[src/ipis_pkg.sv]
// constants shared by the interrupt pin and init status block
package ipis_pkg;
    localparam int unsigned IPIS_NUM_REQ = 4;
    localparam int unsigned IPIS_CNT_W = 2;
    localparam logic [1:0] IPIS_SYNC_MIN_LO = 2'h1;
    localparam logic [1:0] IPIS_SYNC_MIN_HI = 2'h1;
    localparam logic [1:0] IPIS_ASYNC_MIN_LO = 2'h2;
    localparam logic [1:0] IPIS_ASYNC_MIN_HI = 2'h2;
    localparam logic [1:0] IPIS_CNT_MAX = 2'h3;
    localparam int unsigned IPIS_WORD_W = 32;
    localparam int unsigned IPIS_IDX_W = 3;
    localparam logic [2:0] IPIS_CKSUM_LAST = 3'h7;
    localparam logic [31:0] IPIS_SUM_ZERO = 32'h0000_0000;
    localparam int unsigned IPIS_CH_MSG = 0;
    localparam int unsigned IPIS_CH_EXT = 2;
    localparam int unsigned IPIS_CH_ACK = 3;
    typedef enum logic [2:0] {
        IPIS_ST_IDLE,
        IPIS_ST_SELFTEST,
        IPIS_ST_CKSUM,
        IPIS_ST_PASS,
        IPIS_ST_FAIL
    } ipis_init_t;
endpackage

[src/ipis_req_if.sv]
// carrier between the top and the request qualifier
`timescale 1ns/1ps
`default_nettype none
interface ipis_req_if;
    import ipis_pkg::*;
    logic [IPIS_NUM_REQ-1:0] req_act;
    logic async_mode;
    logic [IPIS_NUM_REQ-1:0] req_hit;
    modport top (output req_act, output async_mode, input req_hit);
    modport qual (input req_act, input async_mode, output req_hit);
endinterface
`default_nettype wire

[src/ipis_top.sv]
// interrupt request pins, acknowledge pin and init fault status
`timescale 1ns/1ps
`default_nettype none
// Function
// - fault active while self-test runs after reset
// - self-test pass releases fault, starts checksum
// - eight memory words must sum to zero
// - checksum fail holds fault until reset
// - checksum pass keeps fault inactive, continues
// - control bit picks message or interrupt
// - second pin is plain qualified interrupt
// - third pin interrupt or controller request
// - fourth pin interrupt or open-drain acknowledge
// - acknowledge latched, stable during data phase
// - in reset take straps, ignore other pins, outputs inactive
module ipis_top
    import ipis_pkg::*;
(
    input wire logic clk_sys,
    input wire logic rst_b,
    input wire logic ce,
    input wire logic async_mode,
    input wire logic req0_is_msg,
    input wire logic req2_is_ext_ctrl,
    input wire logic req3_is_ack,
    input wire logic msg_or_irq_req0_b,
    input wire logic irq_req1_b,
    input wire logic irq2_or_ext_ctrl_req_b,
    input wire logic irq3_or_ack_in_b,
    input wire logic bad_access_in_b,
    input wire logic irq_ack_req,
    input wire logic data_phase_cycle,
    input wire logic selftest_done,
    input wire logic selftest_pass,
    input wire logic mem_rd_valid,
    input wire logic [IPIS_WORD_W-1:0] mem_rd_data,
    output logic interagent_message,
    output logic [IPIS_NUM_REQ-1:0] irq_pulse,
    output logic ext_ctrl_request,
    output logic irq3_or_ack_out,
    output logic irq3_or_ack_oe_b,
    output logic init_fault_out,
    output logic init_fault_oe_b,
    output logic selftest_start,
    output logic mem_rd_req,
    output logic [IPIS_IDX_W-1:0] mem_rd_idx,
    output logic init_ok,
    output logic init_by_self,
    output logic req0_low_at_reset
);
    ////////////////////////////////////////////////////////////////////////////
    // pin synchronisers: first stage read only by the second
    logic [IPIS_NUM_REQ-1:0] pin_act;
    logic [IPIS_NUM_REQ-1:0] sync1;
    logic [IPIS_NUM_REQ-1:0] sync2;
    logic bad1;
    logic bad2;
    assign pin_act = ~{irq3_or_ack_in_b, irq2_or_ext_ctrl_req_b, irq_req1_b, msg_or_irq_req0_b};

    always_ff @(posedge clk_sys) begin
        if (ce) begin
            sync1 <= pin_act;
            sync2 <= sync1;
            bad1 <= bad_access_in_b;
            bad2 <= bad1;
        end
    end

    // straps taken while reset is held; other pins ignored then
    always_ff @(posedge clk_sys) begin
        if (ce && !rst_b) begin
            init_by_self <= bad2;
            req0_low_at_reset <= sync2[IPIS_CH_MSG];
        end
    end

    ////////////////////////////////////////////////////////////////////////////
    ipis_req_if rq ();
    // acknowledge mode masks the fourth pin so our own drive does not read back while the mode is set;
    // mask lingers two cycles, one fewer than our last pull stays in the synchroniser, so in sync mode a pull cut off by the mode dropping can qualify
    logic ack_mode_d1;
    logic ack_mode_d2;
    logic ack_mask;
    always_ff @(posedge clk_sys) begin
        if (!rst_b) begin
            ack_mode_d1 <= 1'b0;
            ack_mode_d2 <= 1'b0;
        end else if (ce) begin
            ack_mode_d1 <= req3_is_ack;
            ack_mode_d2 <= ack_mode_d1;
        end
    end
    assign ack_mask = req3_is_ack | ack_mode_d1 | ack_mode_d2;
    assign rq.req_act = {sync2[IPIS_CH_ACK] & ~ack_mask, sync2[IPIS_CH_EXT:0]};
    assign rq.async_mode = async_mode;

    ipis_qual u_qual (
        .clk_sys(clk_sys),
        .rst_b(rst_b),
        .ce(ce),
        .rq(rq)
    );

    always_ff @(posedge clk_sys) begin
        if (!rst_b) begin
            interagent_message <= 1'b0;
            irq_pulse <= '0;
            ext_ctrl_request <= 1'b0;
        end else if (ce) begin
            interagent_message <= rq.req_hit[IPIS_CH_MSG] & req0_is_msg;
            irq_pulse[0] <= rq.req_hit[IPIS_CH_MSG] & ~req0_is_msg;
            irq_pulse[1] <= rq.req_hit[1];
            irq_pulse[2] <= rq.req_hit[IPIS_CH_EXT] & ~req2_is_ext_ctrl;
            ext_ctrl_request <= rq.req_hit[IPIS_CH_EXT] & req2_is_ext_ctrl;
            irq_pulse[3] <= rq.req_hit[IPIS_CH_ACK];
        end
    end

    ////////////////////////////////////////////////////////////////////////////
    // acknowledge pin, open drain: pulls low only
    logic ack_lat;
    always_ff @(posedge clk_sys) begin
        if (!rst_b) begin
            ack_lat <= 1'b0;
        end else if (ce && !data_phase_cycle) begin
            ack_lat <= irq_ack_req & req3_is_ack;
        end
    end

    always_ff @(posedge clk_sys) begin
        if (!rst_b) begin
            irq3_or_ack_out <= 1'b0;
            irq3_or_ack_oe_b <= 1'b1;
        end else if (ce) begin
            irq3_or_ack_out <= 1'b0;
            irq3_or_ack_oe_b <= ~(req3_is_ack & (data_phase_cycle ? ack_lat : irq_ack_req));
        end
    end

    ////////////////////////////////////////////////////////////////////////////
    // init sequence
    ipis_init_t state;
    logic [IPIS_WORD_W-1:0] sum;
    logic [IPIS_WORD_W-1:0] next_sum;
    assign next_sum = sum + mem_rd_data;

    always_ff @(posedge clk_sys) begin
        if (!rst_b) begin
            state <= IPIS_ST_IDLE;
        end else if (ce) begin
            case (state)
                IPIS_ST_IDLE: state <= IPIS_ST_SELFTEST;
                IPIS_ST_SELFTEST: begin
                    if (selftest_done) begin
                        // a failed self-test never reaches the bus
                        state <= selftest_pass ? IPIS_ST_CKSUM : IPIS_ST_FAIL;
                    end
                end
                IPIS_ST_CKSUM: begin
                    if (mem_rd_valid && mem_rd_idx == IPIS_CKSUM_LAST) begin
                        state <= (next_sum == IPIS_SUM_ZERO) ? IPIS_ST_PASS : IPIS_ST_FAIL;
                    end
                end
                IPIS_ST_PASS: state <= IPIS_ST_PASS;
                IPIS_ST_FAIL: state <= IPIS_ST_FAIL;
                default: state <= IPIS_ST_IDLE;
            endcase
        end
    end

    always_ff @(posedge clk_sys) begin
        if (!rst_b) begin
            sum <= IPIS_SUM_ZERO;
            mem_rd_idx <= '0;
        end else if (ce && state == IPIS_ST_CKSUM && mem_rd_valid) begin
            sum <= next_sum;
            mem_rd_idx <= mem_rd_idx + 3'h1;
        end
    end

    always_ff @(posedge clk_sys) begin
        if (!rst_b) begin
            init_fault_out <= 1'b0;
            init_fault_oe_b <= 1'b1;
            selftest_start <= 1'b0;
            mem_rd_req <= 1'b0;
            init_ok <= 1'b0;
        end else if (ce) begin
            init_fault_out <= 1'b0;
            selftest_start <= (state == IPIS_ST_IDLE);
            init_ok <= (state == IPIS_ST_PASS);
            mem_rd_req <= (state == IPIS_ST_CKSUM)
                && !(mem_rd_valid && mem_rd_idx == IPIS_CKSUM_LAST);
            init_fault_oe_b <= !((state == IPIS_ST_IDLE)
                || (state == IPIS_ST_SELFTEST && !(selftest_done && selftest_pass))
                || (state == IPIS_ST_FAIL)
                || (state == IPIS_ST_CKSUM && mem_rd_valid
                    && mem_rd_idx == IPIS_CKSUM_LAST && next_sum != IPIS_SUM_ZERO));
        end
    end

    ////////////////////////////////////////////////////////////////////////////
    chk_fault_in_test: assert property (@(posedge clk_sys) disable iff (!rst_b)
        ce && state == IPIS_ST_SELFTEST && !selftest_done |=> !init_fault_oe_b)
        else $error("fault not driven during self-test");
    chk_fault_release: assert property (@(posedge clk_sys) disable iff (!rst_b)
        ce && state == IPIS_ST_SELFTEST && selftest_done && selftest_pass
        |=> init_fault_oe_b && state == IPIS_ST_CKSUM)
        else $error("fault not released after self-test pass");
    chk_cksum_fail_hold: assert property (@(posedge clk_sys) disable iff (!rst_b)
        state == IPIS_ST_FAIL |=> !init_fault_oe_b [*4])
        else $error("fault not held after checksum fail");
    chk_cksum_pass: assert property (@(posedge clk_sys) disable iff (!rst_b)
        state == IPIS_ST_PASS |-> init_fault_oe_b)
        else $error("fault active after checksum pass");
    chk_cksum_result: assert property (@(posedge clk_sys) disable iff (!rst_b)
        ce && state == IPIS_ST_CKSUM && mem_rd_valid && mem_rd_idx == IPIS_CKSUM_LAST
        |=> (state == IPIS_ST_PASS) == ($past(next_sum) == IPIS_SUM_ZERO))
        else $error("checksum verdict wrong");
    chk_msg_route: assert property (@(posedge clk_sys) disable iff (!rst_b)
        ce && rq.req_hit[IPIS_CH_MSG] |=> interagent_message == $past(req0_is_msg)
        && irq_pulse[0] == !$past(req0_is_msg))
        else $error("first request misrouted");
    chk_ext_route: assert property (@(posedge clk_sys) disable iff (!rst_b)
        ce && rq.req_hit[IPIS_CH_EXT] |=> ext_ctrl_request == $past(req2_is_ext_ctrl))
        else $error("third request misrouted");
    chk_ack_stable: assert property (@(posedge clk_sys) disable iff (!rst_b)
        ce && data_phase_cycle && $past(data_phase_cycle) |-> $stable(ack_lat))
        else $error("acknowledge changed in data phase");
    chk_ack_no_irq: assert property (@(posedge clk_sys) disable iff (!rst_b)
        $past(req3_is_ack) || $past(req3_is_ack, 2) || $past(req3_is_ack, 3)
        |-> !rq.req_hit[IPIS_CH_ACK])
        else $error("fourth pin qualified in acknowledge mode");
    chk_async_width: assert property (@(posedge clk_sys) disable iff (!rst_b)
        ce && async_mode && rq.req_hit[1] |-> $past(rq.req_act[1], 2))
        else $error("async request shorter than two cycles");
    chk_reset_outputs: assert property (@(posedge clk_sys)
        $past(!rst_b) && !rst_b |-> init_fault_oe_b && irq3_or_ack_oe_b && irq_pulse == '0)
        else $error("outputs active during reset");
endmodule
`default_nettype wire

[src/ipis_qual.sv]
// inactive-then-active pattern qualifier for the request pins
`timescale 1ns/1ps
`default_nettype none
module ipis_qual
    import ipis_pkg::*;
(
    input wire logic clk_sys,
    input wire logic rst_b,
    input wire logic ce,
    ipis_req_if.qual rq
);
    logic [1:0] min_lo;
    logic [1:0] min_hi;
    assign min_lo = rq.async_mode ? IPIS_ASYNC_MIN_LO : IPIS_SYNC_MIN_LO;
    assign min_hi = rq.async_mode ? IPIS_ASYNC_MIN_HI : IPIS_SYNC_MIN_HI;

    ////////////////////////////////////////////////////////////////////////////
    genvar g;
    for (g = 0; g < IPIS_NUM_REQ; g++) begin : g_ch
        logic [1:0] lo_cnt;
        logic [1:0] hi_cnt;
        logic armed;
        logic hit;
        logic [1:0] next_hi;
        assign next_hi = hi_cnt + 2'h1;
        // one pulse per request; a pin stuck active never repeats
        always_ff @(posedge clk_sys) begin
            if (!rst_b) begin
                lo_cnt <= 2'h0;
                hi_cnt <= 2'h0;
                armed <= 1'b0;
                hit <= 1'b0;
            end else if (ce) begin
                hit <= 1'b0;
                if (!rq.req_act[g]) begin
                    hi_cnt <= 2'h0;
                    if (lo_cnt != IPIS_CNT_MAX) begin
                        lo_cnt <= lo_cnt + 2'h1;
                    end
                    // a short inactive gap disarms: the pattern must be unbroken
                    armed <= (lo_cnt == IPIS_CNT_MAX) || (lo_cnt + 2'h1 >= min_lo);
                end else begin
                    lo_cnt <= 2'h0;
                    if (hi_cnt != IPIS_CNT_MAX) begin
                        hi_cnt <= next_hi;
                    end
                    if (armed && next_hi >= min_hi) begin
                        hit <= 1'b1;
                        armed <= 1'b0;
                    end
                end
            end
        end
        assign rq.req_hit[g] = hit;
    end
endmodule
`default_nettype wire

[config.mk]
export PLATFORM = sky130hd
export DESIGN_NAME = ipis_top
export DESIGN_NICKNAME = d
export VERILOG_FILES = /design/src/ipis_pkg.sv /design/src/ipis_req_if.sv /design/src/ipis_top.sv /design/src/ipis_qual.sv
export SDC_FILE = /design/constraint.sdc
export NUM_CORES = 1
export LEC_CHECK = 0
export ABC_CLOCK_PERIOD_IN_PS = 11000
export BUFFER_PORTS_ARGS = -buffer_cell sky130_fd_sc_hd__buf_2
export CAP_MARGIN = 20
export CORE_MARGIN = 2
export CORE_UTILIZATION = 64
export DETAILED_ROUTE_END_ITERATION = 6
export PLACE_DENSITY = 0.95
export SKIP_LAST_GASP = 1
export SLEW_MARGIN = 5
export SYNTH_ARGS = -nofsm -noshare
export SYNTH_HDL_FRONTEND = slang
export SYNTH_HIERARCHICAL = 1
export SYNTH_SLANG_ARGS = --single-unit
export TNS_END_PERCENT = 30
[constraint.sdc]
create_clock -name clk_sys -period 11 [get_ports clk_sys]
set_input_delay 2.2 -clock clk_sys [delete_from_list [all_inputs] [get_ports clk_sys]]
set_output_delay 2.2 -clock clk_sys [all_outputs]
set_load 0.01 [all_outputs]
==> results of run 1 <==
-- path summary, 6_finish.rpt --
kind                                      from       end  cells after the start
worst min register to register        sync1[1]  sync2[1]                      0
worst max-delay path            mem_rd_data[0]  state[2]                     14
worst max register to register          sum[0]  state[2]                     13
worst min-delay path                  sync1[1]  sync2[1]                      0
-- state kept, by name, summed over array words and instances, names as in the netlist, 3 cells and up --
signal              count
sum                    32
u_qual/g_ch.hi_cnt      8
u_qual/g_ch.lo_cnt      8
irq_pulse               4
sync1                   4
sync2                   4
u_qual/g_ch.armed       4
u_qual/g_ch.hit         4
mem_rd_idx              3
state                   3
-- logic make-up after synthesis --
| kind of cell | count (synthesis) |
|---|---|
| DFF | 88 |
| and+or+nand+nor | 293 |
| AOI/OAI and AO/OA | 233 |
| muxes | 8 |
| other | 1 |
| buffers and inverters | 54 |
| adders and majority gates | 58 |
| xor gates and xnor gates | 17 |
-- metal layers --
metal	part of all wire [%]	wire length (microns)
met1	41	6322
met2	47	7390
met3	8.8	1369
met4	3.2	504
met5	0	0
-- power by group through the flow --
stage	registers (W)	logic, W	clock network [W]
6_report	0.000343	0.0000992	0.000225
5_1_grt	0.000344	0.000109	0.000243
4_1_cts	0.000343	0.0000971	0.000226
3_5_place_dp	0.000350	0.0000959	0
3_3_place_gp	0.000349	0.0000905	0
2_1_floorplan	0.000348	0.0000695	0
-- per-stage QoR --
step                cell area (sq um)   power, W
floorplan                        6091  0.0004174
global placement                 6404  0.0004397
detailed placement               6404  0.0004460
CTS                              6595  0.0006659
global route                     6595  0.0006957
finish                           6595  0.0006668
-- critical path, cell delays in order --
cell	delay (ns)
buf_2	0.08
ha_1	0.15
inv_1	0.05
fa_1	0.39
nand2b_1	0.19
a21oi_1	0.42
o21ai_1	0.18
a211oi_1	0.51
o211ai_1	0.18
a311o_1	0.39
nor4b_2	0.21
nor4b_4	0.36
nor2b_2	0.09
o311a_1	0.36
-- final cells by class --
class                      count  area [sq um]
multi-input combinational    611          3961
fill                         672          2645
sequential                    88          1882
timing repair buffer          67         342.8
tap                          129         161.4
clock buffer                   9         123.9
clock inverter                 7         67.56
inverter                      15         56.30
-- layout by cell type, fill, tap and decap left out, types with 6 or more instances in the layout --
master and n:
nand2_1 117, a21oi_1 85, dfxtp_1 76, buf_2 64
ha_1 57, nor2_1 47, o21ai_0 35, nand2b_1 19
o21a_1 17, a211oi_1 15, nor3_1 14, nand3_1 14
inv_1 13, or3_1 13, nand4_1 13, edfxtp_1 12
nor2b_1 10, a21boi_0 10, clkbuf_8 9, xor2_1 8
xnor2_1 8, o21ai_1 7, mux2i_1 7, a2111oi_0 6
o211ai_1 6, and2_1 6, nor4_1 6
==> impl_results.md, run 1 <==
- Status: finished clean
- Crit Path Class: in2reg
- Placer Congestion: 0.9521
- 1st-iter DRT viols: 528
- Switching share of total power: 30.32%
- Vias/cell: 6.456
- #FFs+latches synth: 88
- Routing usage on met1: 38.39%
- Max-slew violation count: 0
- Area grow syn2layout: 8.345%
- Post-layout util: 71.37%
- Routing usage on met2: 50.61%
- Setup Buffers After CTS: 0
- Worst setup margin: 5.485 ns
- Clock power frac: 33.7%
- Sequential fraction of the synthesis area: 30.91%
- DR pass1 iterations: 5
- Commonest cells in the netlist: nand2_1 (117), a21oi_1 (85), dfxtp_1 (76), ha_1 (57), nor2_1 (47)
- CP startpoint kind: input port
- Flop pwr share: 51.4%
- Clock latency at the later pin of the worst-skew pair: 0.37 ns
- Largest area contributor in the netlist: dfxtp_1
- Reg2reg setup slack: 7.05 ns
- Routed WL: 15590 microns
- Initial Util: 65.88%
- CORE AREA: 9240 sq um
- Most Used Layer, Global Route: met2
- Post-synthesis simple-gate area fraction: 24.38%
- Clock buffer count from CTS: 9
- Setup TNS: 0 ns
- Unrepaired setup endpoints after global routing: false
- Switch Pwr: 0.0002022 W
- Fmax: 181.3 MHz
- Leak pwr: 2.737 nW
- CTS root buf: clkbuf_8
- Mapped Area: 6087 sq um
- Nets: 899
- Adder-cell share of the synthesized area: 12.05%
- Vias in the first global route: 5524
- Count of cell types in the netlist: 76
- Global route total overflow: 0
- Mux cell area share after synthesis: 1.336%
- Die ar.: 10310 sq um
- Average wire per standard cell: 16.83 microns
- Crit path max fanout: 7
- P_int: 0.0004646 W
- Post-synthesis xor/xnor area fraction: 2.672%
- Pre-CTS setup slack: 5.195 ns
- Tightest Hold Check Type: reg2reg
- Critical path arrival: 5.78 ns
- CP Data Required Time: 11.26 ns
- Max cap viols: 0
- Post-CTS Resized: 0
- Die W: 101.5 microns
- ANT nets after route: 0
- Die Y: 101.5 microns
- Largest family of logic cells by synthesized area: compound AO/OA/AOI/OAI gates
- Most common cell in the netlist: nand2_1
- Avg Cell Area, Syn: 8.095 sq um
- Initial antenna violation count: 0
- Residual DRC: 0
- Largest net degree at the start of global routing: 67
- Routed vias: 5978
- CTS Sinks: 88
- Worst-path clk slew: 0.11 ns
- Synth top area cells: dfxtp_1 (25%), ha_1 (12%), nand2_1 (7.2%)
- Yosys top cell area share: 24.99%
- Post-synth top flop: dfxtp_1
- Compound-cell area share of the yosys netlist: 24.52%
- Synth async-reset ratio: 0%
- Setup Viol. Count Final: 0
- Synth Instances: 752
- CTS tree: built
- CTS max path bufs: 2
- Max VDD drop: 0.08069 mV
- CP Capture Type: flop
- H-tree level count: 3
- Post-layout min period: 5.515 ns
- Fraction of layout cells with a size suffix above 1: 12.67%
- Met3 Track Usage GR: 5.728%
- DPL Wire Length: 11250 microns
- Worst hold margin: 0.4242 ns
- Cell Count, Final, Fillers Out: 926
- GRT Util Overall: 30.34%
- Number of synthesized flops with an enable pin: 12
- Port Buf Inserts: 64
- Hold buffers post-CTS: 0
- Syn. warnings: 6
- Max-slew headroom: 30.51%
- Worst Tran Pin Value: 1.028 ns
- Io pins: 67
- Final hold vios: 0
- First-pass GRT wire length: 25320 microns
- ANT cells: 0
- Clock skew: 0.01266 ns
- Placed Cells incl. Taps: 910
- Pwr/cell area: 101.1 nW/um^2
- Row Count: 35
- Final period util: 50.13%
- Comb power frac: 14.9%
No activity file was read; power rests on OpenSTA's default activity.
==> run 2: changes to the inputs <==
Settings changed: ABC_CLOCK_PERIOD_IN_PS 11000 to 4600, CORE_UTILIZATION 64 to 54, PLACE_DENSITY 0.95 to 0.86.
Clock period 11 ns to 4.6 ns, I/O delays scaled along.
==> impl_results.md, run 2 (synthesis results as in run 1) <==
- Max-slew headroom: 28.66% (-1.8 points)
- Fmax: 233.5 MHz
- First-pass GRT wire length: 24040 microns (-5.1%)
- Worst path max stage delay: 0.45 ns (-0.06 ns)
- CP Capture Type: flop
- Residual DRC: 0 (unchanged)
- Slowest cell on the critical path: a2111oi_0
- Die Y: 110.2 microns (+8.5%)
- CTS tree: built
- Most common library cell in the layout ignoring fill and taps: nand2_1
- Placed Cells incl. Taps: 929 (+2.1%)
- Setup Viol. Count Final: 0 (unchanged)
- Vias in the first global route: 5244 (-5.1%)
- Reg2reg setup slack: 0.64 ns (-6.41 ns)
- CTS root buf: clkbuf_16
- CTS max path bufs: 2 (unchanged)
- Max-slew violation count: 0 (unchanged)
- ANT nets after route: 0 (unchanged)
- HP Start: sync1[3]
- Area of the multi-input gates: 3961 sq um (unchanged)
- Number of flip-flops in the largest register: 32 (unchanged)
- Global route total overflow: 0 (unchanged)
- Die W: 110.2 microns (+8.5%)
- Port Buf Inserts: 64 (unchanged)
- Status: finished clean
- Register with the most flip-flops: sum
- Max VDD drop: 0.2613 mV (+220%)
- WHS Endpoint: sync2[3]
- Fillers: 953 (+42%)
- Clock skew: 0.004205 ns (-0.008451 ns)
- Die ar.: 12140 sq um (+18%)
- CP startpoint kind: input port
- Nets: 907 (+0.89%)
- Vias/cell: 6.073 (-5.9%)
- 1st-iter DRT viols: 486 (-8.0%)
- Initial Util: 55.66% (-10 points)
- Bufs and invs on worst path: 2 (unchanged)
- Worst hold stages: 0 (unchanged)
- Placer Congestion: 0.9036 (-5.1%)
- Largest regs: sum x32, u_qual/g_ch.hi_cnt x8, u_qual/g_ch.lo_cnt x8
- CORE AREA: 10940 sq um (+18%)
- CTS Sinks: 88 (unchanged)
- Post-CTS Resized: 0 (unchanged)
- Worst path cell trace: buf_2 -> ha_1 -> inv_1 -> fa_1 -> nand2b_1 -> a21oi_1 -> o21ai_0 -> a2111oi_0 -> nor4b_1 -> and4b_1 -> nand4_1 -> nor4b_4 -> nor2b_2 -> o311a_1
- Area grow syn2layout: 10.73%
- Final hold vios: 0 (unchanged)
- Clock buffer count from CTS: 9 (unchanged)
- Post-layout min period: 4.282 ns
- Tightest Hold Check Type: reg2reg
- Unrepaired setup endpoints after global routing: false
- ANT cells: 0 (unchanged)
- Reg2reg end: state[2]
- Reg2Reg Launch Point: sum[0]
- Pwr/cell area: 257.2 nW/um^2 (+150%)
- Clock latency at the later pin of the worst-skew pair: 0.35 ns (-0.02 ns)
- Row Count: 38 (+8.6%)
- Io pins: 67 (unchanged)
- Routed vias: 5733 (-4.1%)
- Worst setup margin: 0.3182 ns (-5.167 ns)
- Critical path arrival: 4.51 ns (-1.27 ns)
- Worst-path clk slew: 0.06 ns (-0.05 ns)
- Post-layout util: 61.64% (-9.7 points)
- Leak pwr: 2.808 nW (+2.6%)
- Crit path max fanout: 7 (unchanged)
- R2r worst-path depth: 13 (unchanged)
- Storage cell area: 1882 sq um (unchanged)
- Max cap viols: 0 (unchanged)
- Hold buffers post-CTS: 0 (unchanged)
- CP Data Required Time: 4.83 ns (-6.43 ns)
- Most frequent cells in the layout: nand2_1 (117), a21oi_1 (85), dfxtp_1 (76)
- Worst Tran Pin Value: 1.055 ns (+0.02730 ns)
- Crit Path Class: in2reg
- DPL Wire Length: 10530 microns (-6.4%)
- Routed WL: 14770 microns (-5.2%)
- CP top delay family: compound AO/OA/AOI/OAI gates
- Final period util: 93.08%
- Initial antenna violation count: 0 (unchanged)
- DR pass1 iterations: 5 (unchanged)
- H-tree level count: 3 (unchanged)
- Cell Count, Final, Fillers Out: 944 (+1.9%)
- Setup Buffers After CTS: 0 (unchanged)
- GRT Util Overall: 25.08% (-5.3 points)
- Average wire per standard cell: 15.65 microns (-7.0%)
- Fraction of layout cells with a size suffix above 1: 13.18% (+0.51 points)
- Pre-CTS setup slack: 0.1670 ns (-5.028 ns)
- Setup TNS: 0 ns (unchanged)
- Largest net degree at the start of global routing: 47 (-30%)
run 2: changes by cell type in the layout (fill, tap and decap cells not counted), moves of 2 or more:
cell and delta:
clkbuf_8 -9, inv_6 -4, clkbuf_1 +2, buf_4 +8
clkbuf_16 +9
run 2: power by group:
group | internal, W | switching (W) | total, W | leakage, nW
combinational | 0.0000987 | 0.000135 | 0.000234 | 1.95
clock | 0.000366 | 0.000314 | 0.000680 | 0.126
sequential | 0.000803 | 0.0000175 | 0.000820 | 0.733
run 2: how the worst max path moves through the flow:
stage	slack, ns	cells past startpoint	startpoint	end
floorplan	0.53	12	mem_rd_data[17]	state[2]
global placement	0.27	14	mem_rd_data[0]	state[2]
detailed placement	0.17	14	mem_rd_data[0]	state[2]
CTS	0.46	14	mem_rd_data[0]	state[2]
global route	0.02	14	mem_rd_data[0]	state[2]
finish	0.32	14	mem_rd_data[0]	state[2]
run 2: cell type report:
class	instances	area share (%)
multi-input combinational	611	58.77
sequential	88	27.92
timing repair buffer	75	5.977
clock buffer	11	3.453
tap	140	2.599
inverter	15	0.8353
clock inverter	4	0.4455
run 2: worst reg2reg max path: stages, from the launching register on:
cell and delay (ns):
dfxtp_1 0.33, ha_1 0.17, inv_1 0.06, fa_1 0.40, nand2b_1 0.20, a21oi_1 0.43, o21ai_0 0.22, a2111oi_0 0.45
nor4b_1 0.33, and4b_1 0.26, nand4_1 0.17, nor4b_4 0.40, nor2b_2 0.08, o311a_1 0.35
run 2: per-stage QoR:
| step | power (W) | hold slack, ns | instance area, sq um |
|---|---|---|---|
| 3_3_place_gp | 0.001059 | 0.4012 | 6477 |
| 4_1_cts | 0.001745 | 0.4212 | 6740 |
| 6_report | 0.001733 | 0.4190 | 6740 |
| 5_1_grt | 0.001800 | 0.4285 | 6740 |
| 2_1_floorplan | 0.0009981 | 0.4003 | 6091 |
| 3_5_place_dp | 0.001065 | 0.4057 | 6477 |
run 2: routing by layer:
layer | global-route usage [%] | routed length, microns | up-vias
li1 | - | - | 2856
met1 | 32.57 | 6759 | 2672
met2 | 41.67 | 6899 | 194
met3 | 5.115 | 949 | 11
met4 | 8.304 | 163 | 0
met5 | 0 | 0 | -
